==> src/rafc_pkg.sv <==
package rafc_pkg;
  localparam int VW = 10;
  localparam int FW = 16;
  localparam int GW = 8;
  localparam int AW = 8;
  localparam int ACCW = 24;
  localparam int ACC_FRAC = 8;
  localparam int INC_SHIFT = 12;

  // APB register byte addresses
  localparam logic [AW-1:0] ADDR_MODE = 8'h00;
  localparam logic [AW-1:0] ADDR_LEVEL = 8'h04;
  localparam logic [AW-1:0] ADDR_LIMIT = 8'h08;
  localparam logic [AW-1:0] ADDR_VGAIN = 8'h0c;
  localparam logic [AW-1:0] ADDR_FGAIN = 8'h10;
  localparam logic [AW-1:0] ADDR_MAXF = 8'h14;
  localparam logic [AW-1:0] ADDR_VIS = 8'h18;
  localparam logic [AW-1:0] ADDR_STATUS = 8'h1c;
  localparam logic [AW-1:0] ADDR_IRQ_STAT = 8'h20;
  localparam logic [AW-1:0] ADDR_IRQ_CLR = 8'h24;
  localparam logic [AW-1:0] ADDR_IRQ_EN = 8'h28;

  // Mode codes
  localparam logic [1:0] MODE_OFF = 2'h0;
  localparam logic [1:0] MODE_ALWAYS = 2'h1;
  localparam logic [1:0] MODE_CONST = 2'h2;

  // Reset values and ranges; volts, 0.01 Hz, percent
  localparam logic [1:0] MODE_RST = MODE_OFF;
  localparam logic [VW-1:0] LEVEL_RST_200V = 10'h190;
  localparam logic [VW-1:0] LEVEL_RST_400V = 10'h30c;
  localparam logic [VW-1:0] LEVEL_MIN = 10'h12c;
  localparam logic [VW-1:0] LEVEL_MAX = 10'h320;
  localparam logic [FW-1:0] LIMIT_RST = 16'h0258;
  localparam logic [FW-1:0] LIMIT_MAX = 16'h03e8;
  localparam logic [FW-1:0] LIMIT_OFF = 16'h270f;
  localparam logic [GW-1:0] GAIN_RST = 8'h64;
  localparam logic [GW-1:0] GAIN_MAX = 8'hc8;
  localparam logic [FW-1:0] MAXF_RST = 16'h2ee0;
  localparam logic VIS_RST = 1'b0;
  localparam logic [ACCW-1:0] DECAY_STEP = 24'h000010;

  // Interrupt bit positions
  localparam int IRQ_ACT = 0;
  localparam int IRQ_MAX = 1;
  localparam int IRQ_HOLD = 2;
  localparam int IRQ_REFUSE = 3;
  localparam int IRQ_N = 4;

  function automatic logic [FW-1:0] rafc_min(input logic [FW-1:0] a, input logic [FW-1:0] b);
    rafc_min = (a < b) ? a : b;
  endfunction
endpackage

==> src/rafc_lim_if.sv <==
`timescale 1ns/1ps
interface rafc_lim_if;
  import rafc_pkg::*;
  logic [FW-1:0] base_freq;
  logic [FW-1:0] comp_raw;
  logic [FW-1:0] limit;
  logic [FW-1:0] max_freq;
  logic lim_en;
  logic decel;
  logic [FW-1:0] out_freq;
  logic [FW-1:0] comp_applied;
  logic hold;
  logic at_max;
  modport calc (input base_freq, comp_raw, limit, max_freq, lim_en, decel,
    output out_freq, comp_applied, hold, at_max);
  modport user (output base_freq, comp_raw, limit, max_freq, lim_en, decel,
    input out_freq, comp_applied, hold, at_max);
endinterface

==> src/rafc_limiter.sv <==
`timescale 1ns/1ps
module rafc_limiter
  import rafc_pkg::*;
(
  input wire logic core_clk,
  input wire logic rst_n,
  rafc_lim_if.calc lim
);
  logic [FW-1:0] next_comp;
  logic [FW:0] sum;

  always_ff @(posedge core_clk or negedge rst_n) begin
    if (!rst_n) begin
      lim.hold <= 1'b0;
    end else if (!lim.lim_en || !lim.decel || lim.base_freq <= (lim.limit >> 1)) begin
      lim.hold <= 1'b0;
    end else if (lim.comp_raw > lim.limit) begin
      lim.hold <= 1'b1;
    end
  end

  always_comb begin
    if (lim.hold) begin
      next_comp = lim.limit;
    end else if (lim.lim_en) begin
      next_comp = rafc_min(lim.comp_raw, lim.limit);
    end else begin
      next_comp = lim.comp_raw;
    end
    sum = {1'b0, lim.base_freq} + {1'b0, next_comp};
  end

  always_ff @(posedge core_clk or negedge rst_n) begin
    if (!rst_n) begin
      lim.out_freq <= '0;
      lim.comp_applied <= '0;
      lim.at_max <= 1'b0;
    end else begin
      lim.comp_applied <= next_comp;
      if (sum > {1'b0, lim.max_freq}) begin
        lim.out_freq <= lim.max_freq;
        lim.at_max <= (next_comp != '0);
      end else begin
        lim.out_freq <= sum[FW-1:0];
        lim.at_max <= 1'b0;
      end
    end
  end
endmodule

==> src/rafc_top.sv <==
`timescale 1ns/1ps
module rafc_top
  import rafc_pkg::*;
#(
  parameter bit VOLT_CLASS_400 = 1'b0
)
(
  input wire logic core_clk,
  input wire logic reset_n,
  input wire logic psel,
  input wire logic penable,
  input wire logic pwrite,
  input wire logic [AW-1:0] paddr,
  input wire logic [31:0] pwdata,
  output logic [31:0] prdata,
  output logic pready,
  output logic pslverr,
  input wire logic [VW-1:0] bus_voltage,
  input wire logic [FW-1:0] base_freq,
  input wire logic accelerating,
  input wire logic decelerating,
  input wire logic decel_stall_active,
  output logic [FW-1:0] output_freq,
  output logic overvoltage_stall_flag,
  output logic overvoltage_stall_event,
  output logic stall_prevention_req,
  output logic irq
);
  logic rst_meta;
  logic rst_n;
  logic [1:0] mode;
  logic [VW-1:0] level;
  logic [FW-1:0] limit;
  logic [GW-1:0] vgain;
  logic [GW-1:0] fgain;
  logic [FW-1:0] max_freq;
  logic vis;
  logic [IRQ_N-1:0] irq_stat;
  logic [IRQ_N-1:0] irq_en;
  logic [ACCW-1:0] acc;
  logic enabled;
  logic active;
  logic active_d;
  logic hold_d;
  logic at_max_d;
  logic [VW-1:0] excess;
  logic [25:0] excess_w;
  logic [25:0] vgain_w;
  logic [25:0] fgain_w;
  logic [25:0] product;
  logic [ACCW-1:0] inc;
  logic [ACCW-1:0] cap;
  logic [ACCW:0] acc_sum;
  logic [ACCW-1:0] next_acc;
  logic wr_acc;
  logic rd_setup;
  logic known;
  logic is_setting;
  logic value_ok;
  logic refuse;
  logic [IRQ_N-1:0] irq_set;
  logic [31:0] next_rdata;

  rafc_lim_if lim ();

  // Release held back two edges; assertion stays asynchronous
  always_ff @(posedge core_clk or negedge reset_n) begin
    if (!reset_n) begin
      rst_meta <= 1'b0;
      rst_n <= 1'b0;
    end else begin
      rst_meta <= 1'b1;
      rst_n <= rst_meta;
    end
  end

  assign pready = 1'b1;
  assign wr_acc = psel && penable && pwrite;
  assign rd_setup = psel && !penable && !pwrite;

  always_comb begin
    known = 1'b1;
    is_setting = 1'b1;
    value_ok = 1'b1;
    case (paddr)
      ADDR_MODE: value_ok = (pwdata[31:0] <= 32'h2);
      ADDR_LEVEL: value_ok = (pwdata[31:0] >= {22'h0, LEVEL_MIN}) &&
        (pwdata[31:0] <= {22'h0, LEVEL_MAX});
      ADDR_LIMIT: value_ok = (pwdata[31:0] <= {16'h0, LIMIT_MAX}) ||
        (pwdata[31:0] == {16'h0, LIMIT_OFF});
      ADDR_VGAIN, ADDR_FGAIN: value_ok = (pwdata[31:0] <= {24'h0, GAIN_MAX});
      ADDR_MAXF: value_ok = (pwdata[31:16] == 16'h0);
      ADDR_VIS, ADDR_IRQ_CLR, ADDR_IRQ_EN: is_setting = 1'b0;
      ADDR_STATUS, ADDR_IRQ_STAT: begin
        is_setting = 1'b0;
        value_ok = 1'b0;
      end
      default: begin
        known = 1'b0;
        is_setting = 1'b0;
      end
    endcase
  end

  assign refuse = !known || !value_ok || (is_setting && vis);
  // Error shown only in the access phase
  assign pslverr = psel && penable && pwrite ? refuse : (psel && penable && !known);

  always_ff @(posedge core_clk or negedge rst_n) begin
    if (!rst_n) begin
      mode <= MODE_RST;
      level <= VOLT_CLASS_400 ? LEVEL_RST_400V : LEVEL_RST_200V;
      limit <= LIMIT_RST;
      vgain <= GAIN_RST;
      fgain <= GAIN_RST;
      max_freq <= MAXF_RST;
    end else if (wr_acc && !refuse && is_setting) begin
      case (paddr)
        ADDR_MODE: mode <= pwdata[1:0];
        ADDR_LEVEL: level <= pwdata[VW-1:0];
        ADDR_LIMIT: limit <= pwdata[FW-1:0];
        ADDR_VGAIN: vgain <= pwdata[GW-1:0];
        ADDR_FGAIN: fgain <= pwdata[GW-1:0];
        ADDR_MAXF: max_freq <= pwdata[FW-1:0];
        default: mode <= mode;
      endcase
    end
  end

  always_ff @(posedge core_clk or negedge rst_n) begin
    if (!rst_n) begin
      vis <= VIS_RST;
    end else if (wr_acc && paddr == ADDR_VIS) begin
      vis <= pwdata[0];
    end
  end

  always_ff @(posedge core_clk or negedge rst_n) begin
    if (!rst_n) begin
      irq_en <= '0;
    end else if (wr_acc && paddr == ADDR_IRQ_EN) begin
      irq_en <= pwdata[IRQ_N-1:0];
    end
  end

  always_comb begin
    case (mode)
      MODE_ALWAYS: enabled = 1'b1;
      MODE_CONST: enabled = !accelerating && !decelerating;
      default: enabled = 1'b0;
    endcase
  end

  assign active = enabled && (bus_voltage >= level);
  assign excess = active ? bus_voltage - level : '0;

  // Widened first so the product cannot wrap
  assign excess_w = {16'h0, excess};
  assign vgain_w = {18'h0, vgain};
  assign fgain_w = {18'h0, fgain};
  assign product = excess_w * vgain_w * fgain_w;
  assign inc = ACCW'(product >> INC_SHIFT);
  assign cap = {(limit != LIMIT_OFF) ? rafc_min(limit, max_freq) : max_freq,
    ACC_FRAC'(0)};
  assign acc_sum = {1'b0, acc} + {1'b0, inc};

  // Slow decay keeps the output from stepping down at once
  always_comb begin
    if (active) begin
      next_acc = (acc_sum > {1'b0, cap}) ? cap : acc_sum[ACCW-1:0];
    end else if (acc > DECAY_STEP) begin
      next_acc = acc - DECAY_STEP;
    end else begin
      next_acc = '0;
    end
  end

  always_ff @(posedge core_clk or negedge rst_n) begin
    if (!rst_n) begin
      acc <= '0;
    end else begin
      acc <= next_acc;
    end
  end

  // Limiter owns the caps and the deceleration hold
  assign lim.base_freq = base_freq;
  assign lim.comp_raw = acc[ACCW-1:ACC_FRAC];
  assign lim.limit = limit;
  assign lim.max_freq = max_freq;
  assign lim.lim_en = (limit != LIMIT_OFF);
  assign lim.decel = decelerating;

  rafc_limiter u_limiter (
    .core_clk(core_clk),
    .rst_n(rst_n),
    .lim(lim)
  );

  assign output_freq = lim.out_freq;

  always_ff @(posedge core_clk or negedge rst_n) begin
    if (!rst_n) begin
      overvoltage_stall_flag <= 1'b0;
      overvoltage_stall_event <= 1'b0;
      stall_prevention_req <= 1'b0;
    end else begin
      overvoltage_stall_flag <= active;
      // event for flag item and timer
      overvoltage_stall_event <= active || decel_stall_active;
      stall_prevention_req <= active;
    end
  end

  always_ff @(posedge core_clk or negedge rst_n) begin
    if (!rst_n) begin
      // One-cycle history for edge detection
      active_d <= 1'b0;
      hold_d <= 1'b0;
      at_max_d <= 1'b0;
    end else begin
      active_d <= active;
      hold_d <= lim.hold;
      at_max_d <= lim.at_max;
    end
  end

  // Rising edge of each status condition sets its bit; every refused write sets IRQ_REFUSE
  always_comb begin
    irq_set = '0;
    irq_set[IRQ_ACT] = active && !active_d;
    irq_set[IRQ_MAX] = lim.at_max && !at_max_d;
    irq_set[IRQ_HOLD] = lim.hold && !hold_d;
    irq_set[IRQ_REFUSE] = wr_acc && refuse;
  end

  // Set wins over clear
  always_ff @(posedge core_clk or negedge rst_n) begin
    if (!rst_n) begin
      irq_stat <= '0;
    end else if (wr_acc && paddr == ADDR_IRQ_CLR) begin
      irq_stat <= (irq_stat & ~pwdata[IRQ_N-1:0]) | irq_set;
    end else begin
      irq_stat <= irq_stat | irq_set;
    end
  end

  always_ff @(posedge core_clk or negedge rst_n) begin
    if (!rst_n) begin
      irq <= 1'b0;
    end else begin
      irq <= |(irq_stat & irq_en);
    end
  end

  always_comb begin
    next_rdata = '0;
    case (paddr)
      ADDR_MODE: next_rdata[1:0] = mode;
      ADDR_LEVEL: next_rdata[VW-1:0] = level;
      ADDR_LIMIT: next_rdata[FW-1:0] = limit;
      ADDR_VGAIN: next_rdata[GW-1:0] = vgain;
      ADDR_FGAIN: next_rdata[GW-1:0] = fgain;
      ADDR_MAXF: next_rdata[FW-1:0] = max_freq;
      ADDR_VIS: next_rdata[0] = vis;
      ADDR_STATUS: next_rdata = {lim.comp_applied, 13'h0, lim.at_max, lim.hold, active};
      ADDR_IRQ_STAT: next_rdata[IRQ_N-1:0] = irq_stat;
      ADDR_IRQ_EN: next_rdata[IRQ_N-1:0] = irq_en;
      default: next_rdata = '0;
    endcase
  end

  // Read data captured in setup phase
  always_ff @(posedge core_clk or negedge rst_n) begin
    if (!rst_n) begin
      prdata <= '0;
    end else if (rd_setup) begin
      prdata <= next_rdata;
    end
  end
endmodule

==> config.mk <==
export PLATFORM = sky130hd
export DESIGN_NAME = rafc_top
export DESIGN_NICKNAME = d
export VERILOG_FILES = /design/src/rafc_pkg.sv /design/src/rafc_lim_if.sv /design/src/rafc_limiter.sv /design/src/rafc_top.sv
export SDC_FILE = /design/constraint.sdc
export NUM_CORES = 1
export LEC_CHECK = 0
export ABC_AREA = 1
export BUFFER_PORTS_ARGS = -buffer_cell sky130_fd_sc_hd__buf_4
export CAP_MARGIN = 20
export CORE_ASPECT_RATIO = 0.5
export CORE_UTILIZATION = 50
export DETAILED_ROUTE_END_ITERATION = 10
export PLACE_DENSITY = 0.74
export SYNTH_ARGS = -nofsm -noshare
export SYNTH_HDL_FRONTEND = slang
export SYNTH_HIERARCHICAL = 1
export SYNTH_SLANG_ARGS = --single-unit
export TNS_END_PERCENT = 10
==> constraint.sdc <==
create_clock -name core_clk -period 6.9 [get_ports core_clk]
set_clock_uncertainty 0.1 [all_clocks]
set_input_delay 0 -clock core_clk [delete_from_list [all_inputs] [get_ports core_clk]]
set_output_delay 0 -clock core_clk [all_outputs]
set_load 0.01 [all_outputs]
# Word-level counts from Yosys, hierarchy flattened
# Index checks and enable logic that the tools add are counted.
# op_classes
muxes,26
magnitude_cmp,13
n_addsub,4
n_reduce_logical,50
mul,2
n_bitwise,5
eq_ne,14
# op_table
operator,n
16-bit two-way mux,7
24-bit two-way mux,3
"32-bit by 10-bit <= comparator with 1-bit output, second input constant",2
"32-bit by 14-bit equality test with 1-bit output, second input constant",1
"8-bit by 5-bit equality test with 1-bit output, second input constant",4
"32-bit by 9-bit >= comparator with 1-bit output, second input constant",1
"32-bit by 2-bit <= comparator with 1-bit output, second input constant",1
"32-bit by 8-bit <= comparator with 1-bit output, second input constant",1
16-bit < comparator,2
18-bit by 8-bit multiplier with 26-bit output,1
24-bit by 14-bit adder with 25-bit output,1
25-bit by 24-bit > comparator with 1-bit output,1
"8-bit by 6-bit equality test with 1-bit output, second input constant",3
"24-bit by 5-bit > comparator with 1-bit output, second input constant",1
"24-bit by 5-bit subtractor with 24-bit output, second input constant",1
4-bit case mux with 5 select lines,1
1-bit logical AND,18
10-bit by 8-bit multiplier with 18-bit output,1
16-bit by 16-bit adder with 17-bit output,1
17-bit by 16-bit > comparator with 1-bit output,1
"8-bit by 4-bit equality test with 1-bit output, second input constant",2
16-bit > comparator,1
16-bit by 15-bit <= comparator with 1-bit output,1
16-bit zero test,1
other kinds (29),57
# word_totals
wordCells,136
out_inout_bits,54
reg_bits,166

# Logic depth before layout (Yosys ltp)
# depth
ltp_word,11
depth_mapped,72
ltp_nobuf,70

# Modules after synthesis
# The synthesis kept the hierarchy.
# modules_own_cells
module,area_per_inst_um2,instances,seq_area_each_um2,cells_per_inst
rafc_top,16281.9,1,3328.2,2237
rafc_limiter,3397.0,1,850.8,461

# Worst setup path after synthesis
# OpenSTA, ideal clock, no wires.
# synth_path
path_type,register to register
from,register level[4]
to,register acc[20]
stages_incl_launch_ff,65
setup_time_ns,0.120
setup_slack_ns,-5.353
arrival_ns,12.032
required_time_ns,6.680
path_cell_list,dfstp_2 -> inv_1 -> ha_1 -> nand2_1 -> nor2_1 -> nand3_1 -> nand4_1 -> nand2_2 -> inv_1 -> buf_2 -> buf_1 -> nand3_1 -> fa_1 -> fa_1 -> inv_1 -> fa_1 -> inv_1 -> fa_1 -> [29 not listed] -> inv_1 -> o21ai_0 -> a21boi_0 -> o21ai_0 -> nand2_1 -> o21ai_0 -> nand2_1 -> nand2_1 -> inv_1 -> ha_1 -> nand4_1 -> nor3_1 -> nand4_2 -> nand2_2 -> buf_4 -> nand2_1 -> nand3_1 -> nand2_1
# synth_between
elab_chain_len,9
# synth_lines
element,line,source
from (decl),rafc_top.sv:32,logic [VW-1:0] level;
from (signal assigned),rafc_top.sv:112,level <= VOLT_CLASS_400 ? LEVEL_RST_400V : LEVEL_RST_200V;
from (signal assigned),rafc_top.sv:120,ADDR_LEVEL: level <= pwdata[VW-1:0];
10-bit >= comparator (*),rafc_top.sv:154,assign active = enabled && (bus_voltage >= level);
1-bit logical AND (*),rafc_top.sv:154,
via active,rafc_top.sv:42,logic active;
10-bit two-way mux,rafc_top.sv:155,assign excess = active ? bus_voltage - level : '0;
10-bit by 8-bit multiplier with 18-bit output,rafc_top.sv:161,assign product = excess_w * vgain_w * fgain_w;
18-bit by 8-bit multiplier with 26-bit output,rafc_top.sv:161,
24-bit by 14-bit adder with 25-bit output,rafc_top.sv:165,"assign acc_sum = {1'b0, acc} + {1'b0, inc};"
25-bit by 24-bit > comparator with 1-bit output,rafc_top.sv:170,"next_acc = (acc_sum > {1'b0, cap}) ? cap : acc_sum[ACCW-1:0];"
24-bit two-way mux,rafc_top.sv:170,
24-bit two-way mux (*),rafc_top.sv:169,if (active) begin
via next_acc[20],rafc_top.sv:54,logic [ACCW-1:0] next_acc;
to (signal assigned),rafc_top.sv:182,acc <= next_acc;
to (decl),rafc_top.sv:40,logic [ACCW-1:0] acc;
# The timed path passes the listed nets; every way through them passes the cells marked *.
# A chain may end at the register's enable or synchronous reset.

# Worst setup path after layout
# layout_path
from,register level[2]
to,register acc[13]
# layout_between
elab_chain_len,9
# layout_lines
element,line
10-bit >= comparator,rafc_top.sv:154
1-bit logical AND,rafc_top.sv:154
10-bit two-way mux,rafc_top.sv:155
10-bit by 8-bit multiplier with 18-bit output,rafc_top.sv:161
18-bit by 8-bit multiplier with 26-bit output,rafc_top.sv:161
24-bit by 14-bit adder with 25-bit output,rafc_top.sv:165
25-bit by 24-bit > comparator with 1-bit output,rafc_top.sv:170
24-bit two-way mux,rafc_top.sv:170
24-bit two-way mux (*),rafc_top.sv:169
via next_acc[13],rafc_top.sv:54
# Marks and branches as above.

==> results.md <==
* Relative area change from synthesis to final layout at 31.7%
* TritonCTS buffer count at 17
* Global-route wire length before repair at about 100 mm
* Total setup violations reported at the end of the flow at 24
* Flip-flop and latch count after synthesis at ~170
* Sum of routed wire length over all layers at around 64 mm
* Count of yosys warnings during synthesis at 6
* Compound-gate portion of the synthesized area at a little under a tenth
* Reg2reg path depth at 67
* Final core utilization at 68.0%
* Number of input and output port buffers inserted at 126
* Final slew viol count at 0
* Proportion of total power due to net switching at slightly below 30%
* Crit. Startpoint: level[2]
* Power Dens Cells at 88.6 nW/um2
* Share of flip-flops with an asynchronous set or reset after synthesis at 100%
* Initial cell density of the core at 51.7%
* Most used flip-flop cell after synthesis: dfrtp_1
* Post-synth EDFFs at 0
* Final Wtd Congestion at slightly below 1
* Number of iterations in the first detailed-routing pass at 9
* Least-Margin Pin Slew at 1.02 ns
* Clock slew at the register clock pins of the worst setup and hold paths at roughly 0.08 ns
* Worst-path fanout max at 7
* Reg area at 4180 um2
* Tightest Hold Check Type: in -> reg
* Register-to-Register Setup Slack at -5.27 ns
* Timing-limited maximum frequency at ~82 MHz
* Footprint of the multi-input gates at 14700 um2
* RR Startpoint: level[2]
* Proportion of power drawn by combinational gates at between 10 and 15%
* Sink of the worst hold path: u_limiter/lim.out_freq[15]
* Violated checks: setup timing
* Antenna cells at 0
* Post-synthesis cell count at roughly 2700
* Max-slew headroom at the worst pin at between 30% and 40%
* Count of max-cap constraint violations at 0
* Vias post-DR at between 20000 and 25000
* Area share of fa/ha/maj cells after synthesis at approximately 28%
* Post-synthesis mux area share at 0%
* Most frequent cells in the layout: nand2_1, buf_4, inv_1
* Overall track demand over capacity in global routing at between 30% and 40%
* Maximum single-stage delay on the critical path at 0.55 ns
* Fin worst setup slack at -5.27 ns
* Pin count of the biggest net entering global routing at between 60 and 70
* Initial drt markers at a little under 2000
* Avg Cell Area, Syn at between 7 and 8 um2
* Share of the clock period used by the worst path at 176%
* Filler cells at 3036
* Arrival time of the worst setup path at roughly 12 ns
* CORE AREA at between 30000 and 40000 um2
* Main combinational cell family by area after synthesis: adder cells
* Outcome: finished, violations left
* Area of the mapped netlist at between 15000 and 20000 um2
* I/O pin cnt at approximately 130
* Maximum clock insertion buffer count at 2
* Library cell appearing most often on the critical path: nand2_1
* Detailed-route vias per instance at approximately 5.5
* Horizontal extent of the die at ~280 um
* Share of cells above drive strength 1 at roughly a quarter
* Clock root buffer master: clkbuf_16
* Remaining DRCs at 0
* Count of clock tree sinks at between 150 and 200
* Leak Pwr at 13.4 nW
* Worst Min Path Start: base_freq[15]
* Startpoint Class: flip-flop
* # nets final at roughly 3600
* Proportion of power drawn by flip-flops and latches at 44.1%
* Required time at the worst-slack endpoint at about 7.2 ns
* Hold violation count in the final report at 0
* Total gr overflow at 0
* Number of cells on the worst hold path at 5
* Detail Route Antenna Nets at 0
* Number of global-route vias before repair at 20300
* Number of antenna violations at the first check in global routing at 0
* Portion of total power attributed to the clock network at a little over two fifths
* Die height at approximately 140 um
* Slowest stage cell, crit path: fa_1
* Share of synthesized cell area in and, or, nand and nor gates at a little over a quarter
* Count of cell types in the netlist at 65
* Floorplan row count at 50
* Kind of capture point of the worst setup path: flip-flop
* Worst Path Class, Setup: reg -> reg
* P_sw at around 0.00068 W
* Post-synthesis sequential area ratio at 21.2%
* Commonest non-fill, non-tap cell in the layout: nand2_1
* Sum of net half-perimeters after detailed placement at roughly 48 mm
* Setup repair after global routing missed its margin: true
* VDD IR-drop max at between 150 and 200 uV
* Average wire per standard cell at roughly 17 um
* Maximum level of the CTS H-tree at 4
* Total Die Area at slightly above 40000 um2
* Final critical delay including setup and external delays at roughly 12 ns
* CTS tree: yes
* Worst reg2reg endpoint: acc[13]
* Latest clock arrival within the worst-skew pair at between 0.4 and 0.5 ns
* Internal power of the cells at 0.00162 W
* Setup_tns at -124.35 ns
* XOR/XNOR Fraction of Synth Area at between 3 and 4%
[stage by stage]
step / area [um2] / hold WS [ns] / total power [W] / setup slack, ns / cells
CTS: 25400 / 0.00717 / 0.00229 / -4.73 / 3668
global placement: 23600 / -0.316 / 0.00131 / -5.03 / 3573
floorplan: 20100 / -0.396 / 0.00118 / -4.27 / 2699
finish: 25900 / 0.0148 / 0.00230 / -5.27 / 3685
detailed placement: 23600 / -0.315 / 0.00131 / -5.22 / 3573
global route: 25900 / 0.0528 / 0.00237 / -5.73 / 3685
[how the worst max path moves through the flow]
stage | end | slack (ns) | cells after the start
detailed placement | acc[8] | -5.22 | 56
global placement | acc[20] | -5.03 | 58
global route | acc[22] | -5.73 | 69
CTS | acc[8] | -4.73 | 66
floorplan | acc[20] | -4.27 | 68
finish | acc[13] | -5.27 | 67
[cell type report]
type / instances / area share [%]
inverters: 486 / 7.11
flip-flops and latches: 166 / 16.1
well taps: 520 / 2.51
clock inverters: 14 / 0.623
multi-input cells: 1975 / 56.6
clock buffers: 18 / 1.66
repair buffers: 506 / 15.4
[worst max-delay path: cells and delay by family (launching register included)]
kind,cells,cell delay [ns]
adder cells (fa/ha/maj),13,5.31
AND/OR/NAND/NOR,26,2.67
AO/OA/AOI/OAI,12,1.82
buffers and inverters,14,1.22
XOR/XNOR,2,0.58
flip-flops,1,0.40
[flip-flops by register name, summed over array words and instances (netlist names), 2 cells and up]
name / flops
lim.limit: 16
acc: 24
u_limiter/lim.out_freq: 16
level: 10
vgain: 8
fgain: 8
irq_stat: 4
mode: 2
lim.max_freq: 16
irq_en: 4
prdata: 32
u_limiter/lim.comp_applied: 16
[layer usage]
layer	GRT usage (%)	part of all wire (%)	up-vias
met3	5.48	9.0	210
met2	53.7	46	1028
li1	-	-	9440
met4	12.3	3.8	0
met1	42.9	41	9647
met5	0	0	-
[kinds of logic (layout without fill, tap and decap cells)]
kind of cell / count (synthesis) / count (layout)
adders and majority gates: 352 / 352
DFF: 166 / 166
other: 1 / 2
AOI/OAI and AO/OA: 324 / 324
buffers and inverters: 560 / 1024
and+or+nand+nor: 1221 / 1223
xor gates and xnor gates: 74 / 74
[Yosys cell counts (10+ instances only)]
master    number  area, um2
o21ai_0      105        526
nor2_1       275       1030
dfrtp_1      146       3650
o21bai_1      10       75.1
nor4_1        13       81.3
nand2_2       17        106
nand4_1       31        194
inv_1        470       1760
a21oi_1      129        646
nor3_1        30        150
clkbuf_1      40        150
dfstp_2       20        526
fa_1         146       2920
xor2_1        53        464
nand2_1      630       2360
ha_1         206       2580
xnor2_1       21        184
nand3_1      162        811
nand3b_1      17        128
buf_2         13       65.1
o22ai_1       14       87.6
[power groups by stage]
stage | combinational (W) | clock, W | sequential [W]
finish | 0.000309 | 0.000974 | 0.00101
global route | 0.000335 | 0.00102 | 0.00101
CTS | 0.000303 | 0.000973 | 0.00101
detailed placement | 0.000283 | 0 | 0.00103
global placement | 0.000279 | 0 | 0.00103
floorplan | 0.000141 | 0 | 0.00104
[repair_timing]
item	CTS	global route
hold buffers	34	0
setup buffers	26	16
endpoints found under the setup margin	24	24
hold endpoints to repair	69	0
pin swaps	67	108
gates resized for setup	124	78
cloned	3	0
No activity file was read; power rests on OpenSTA's default activity.
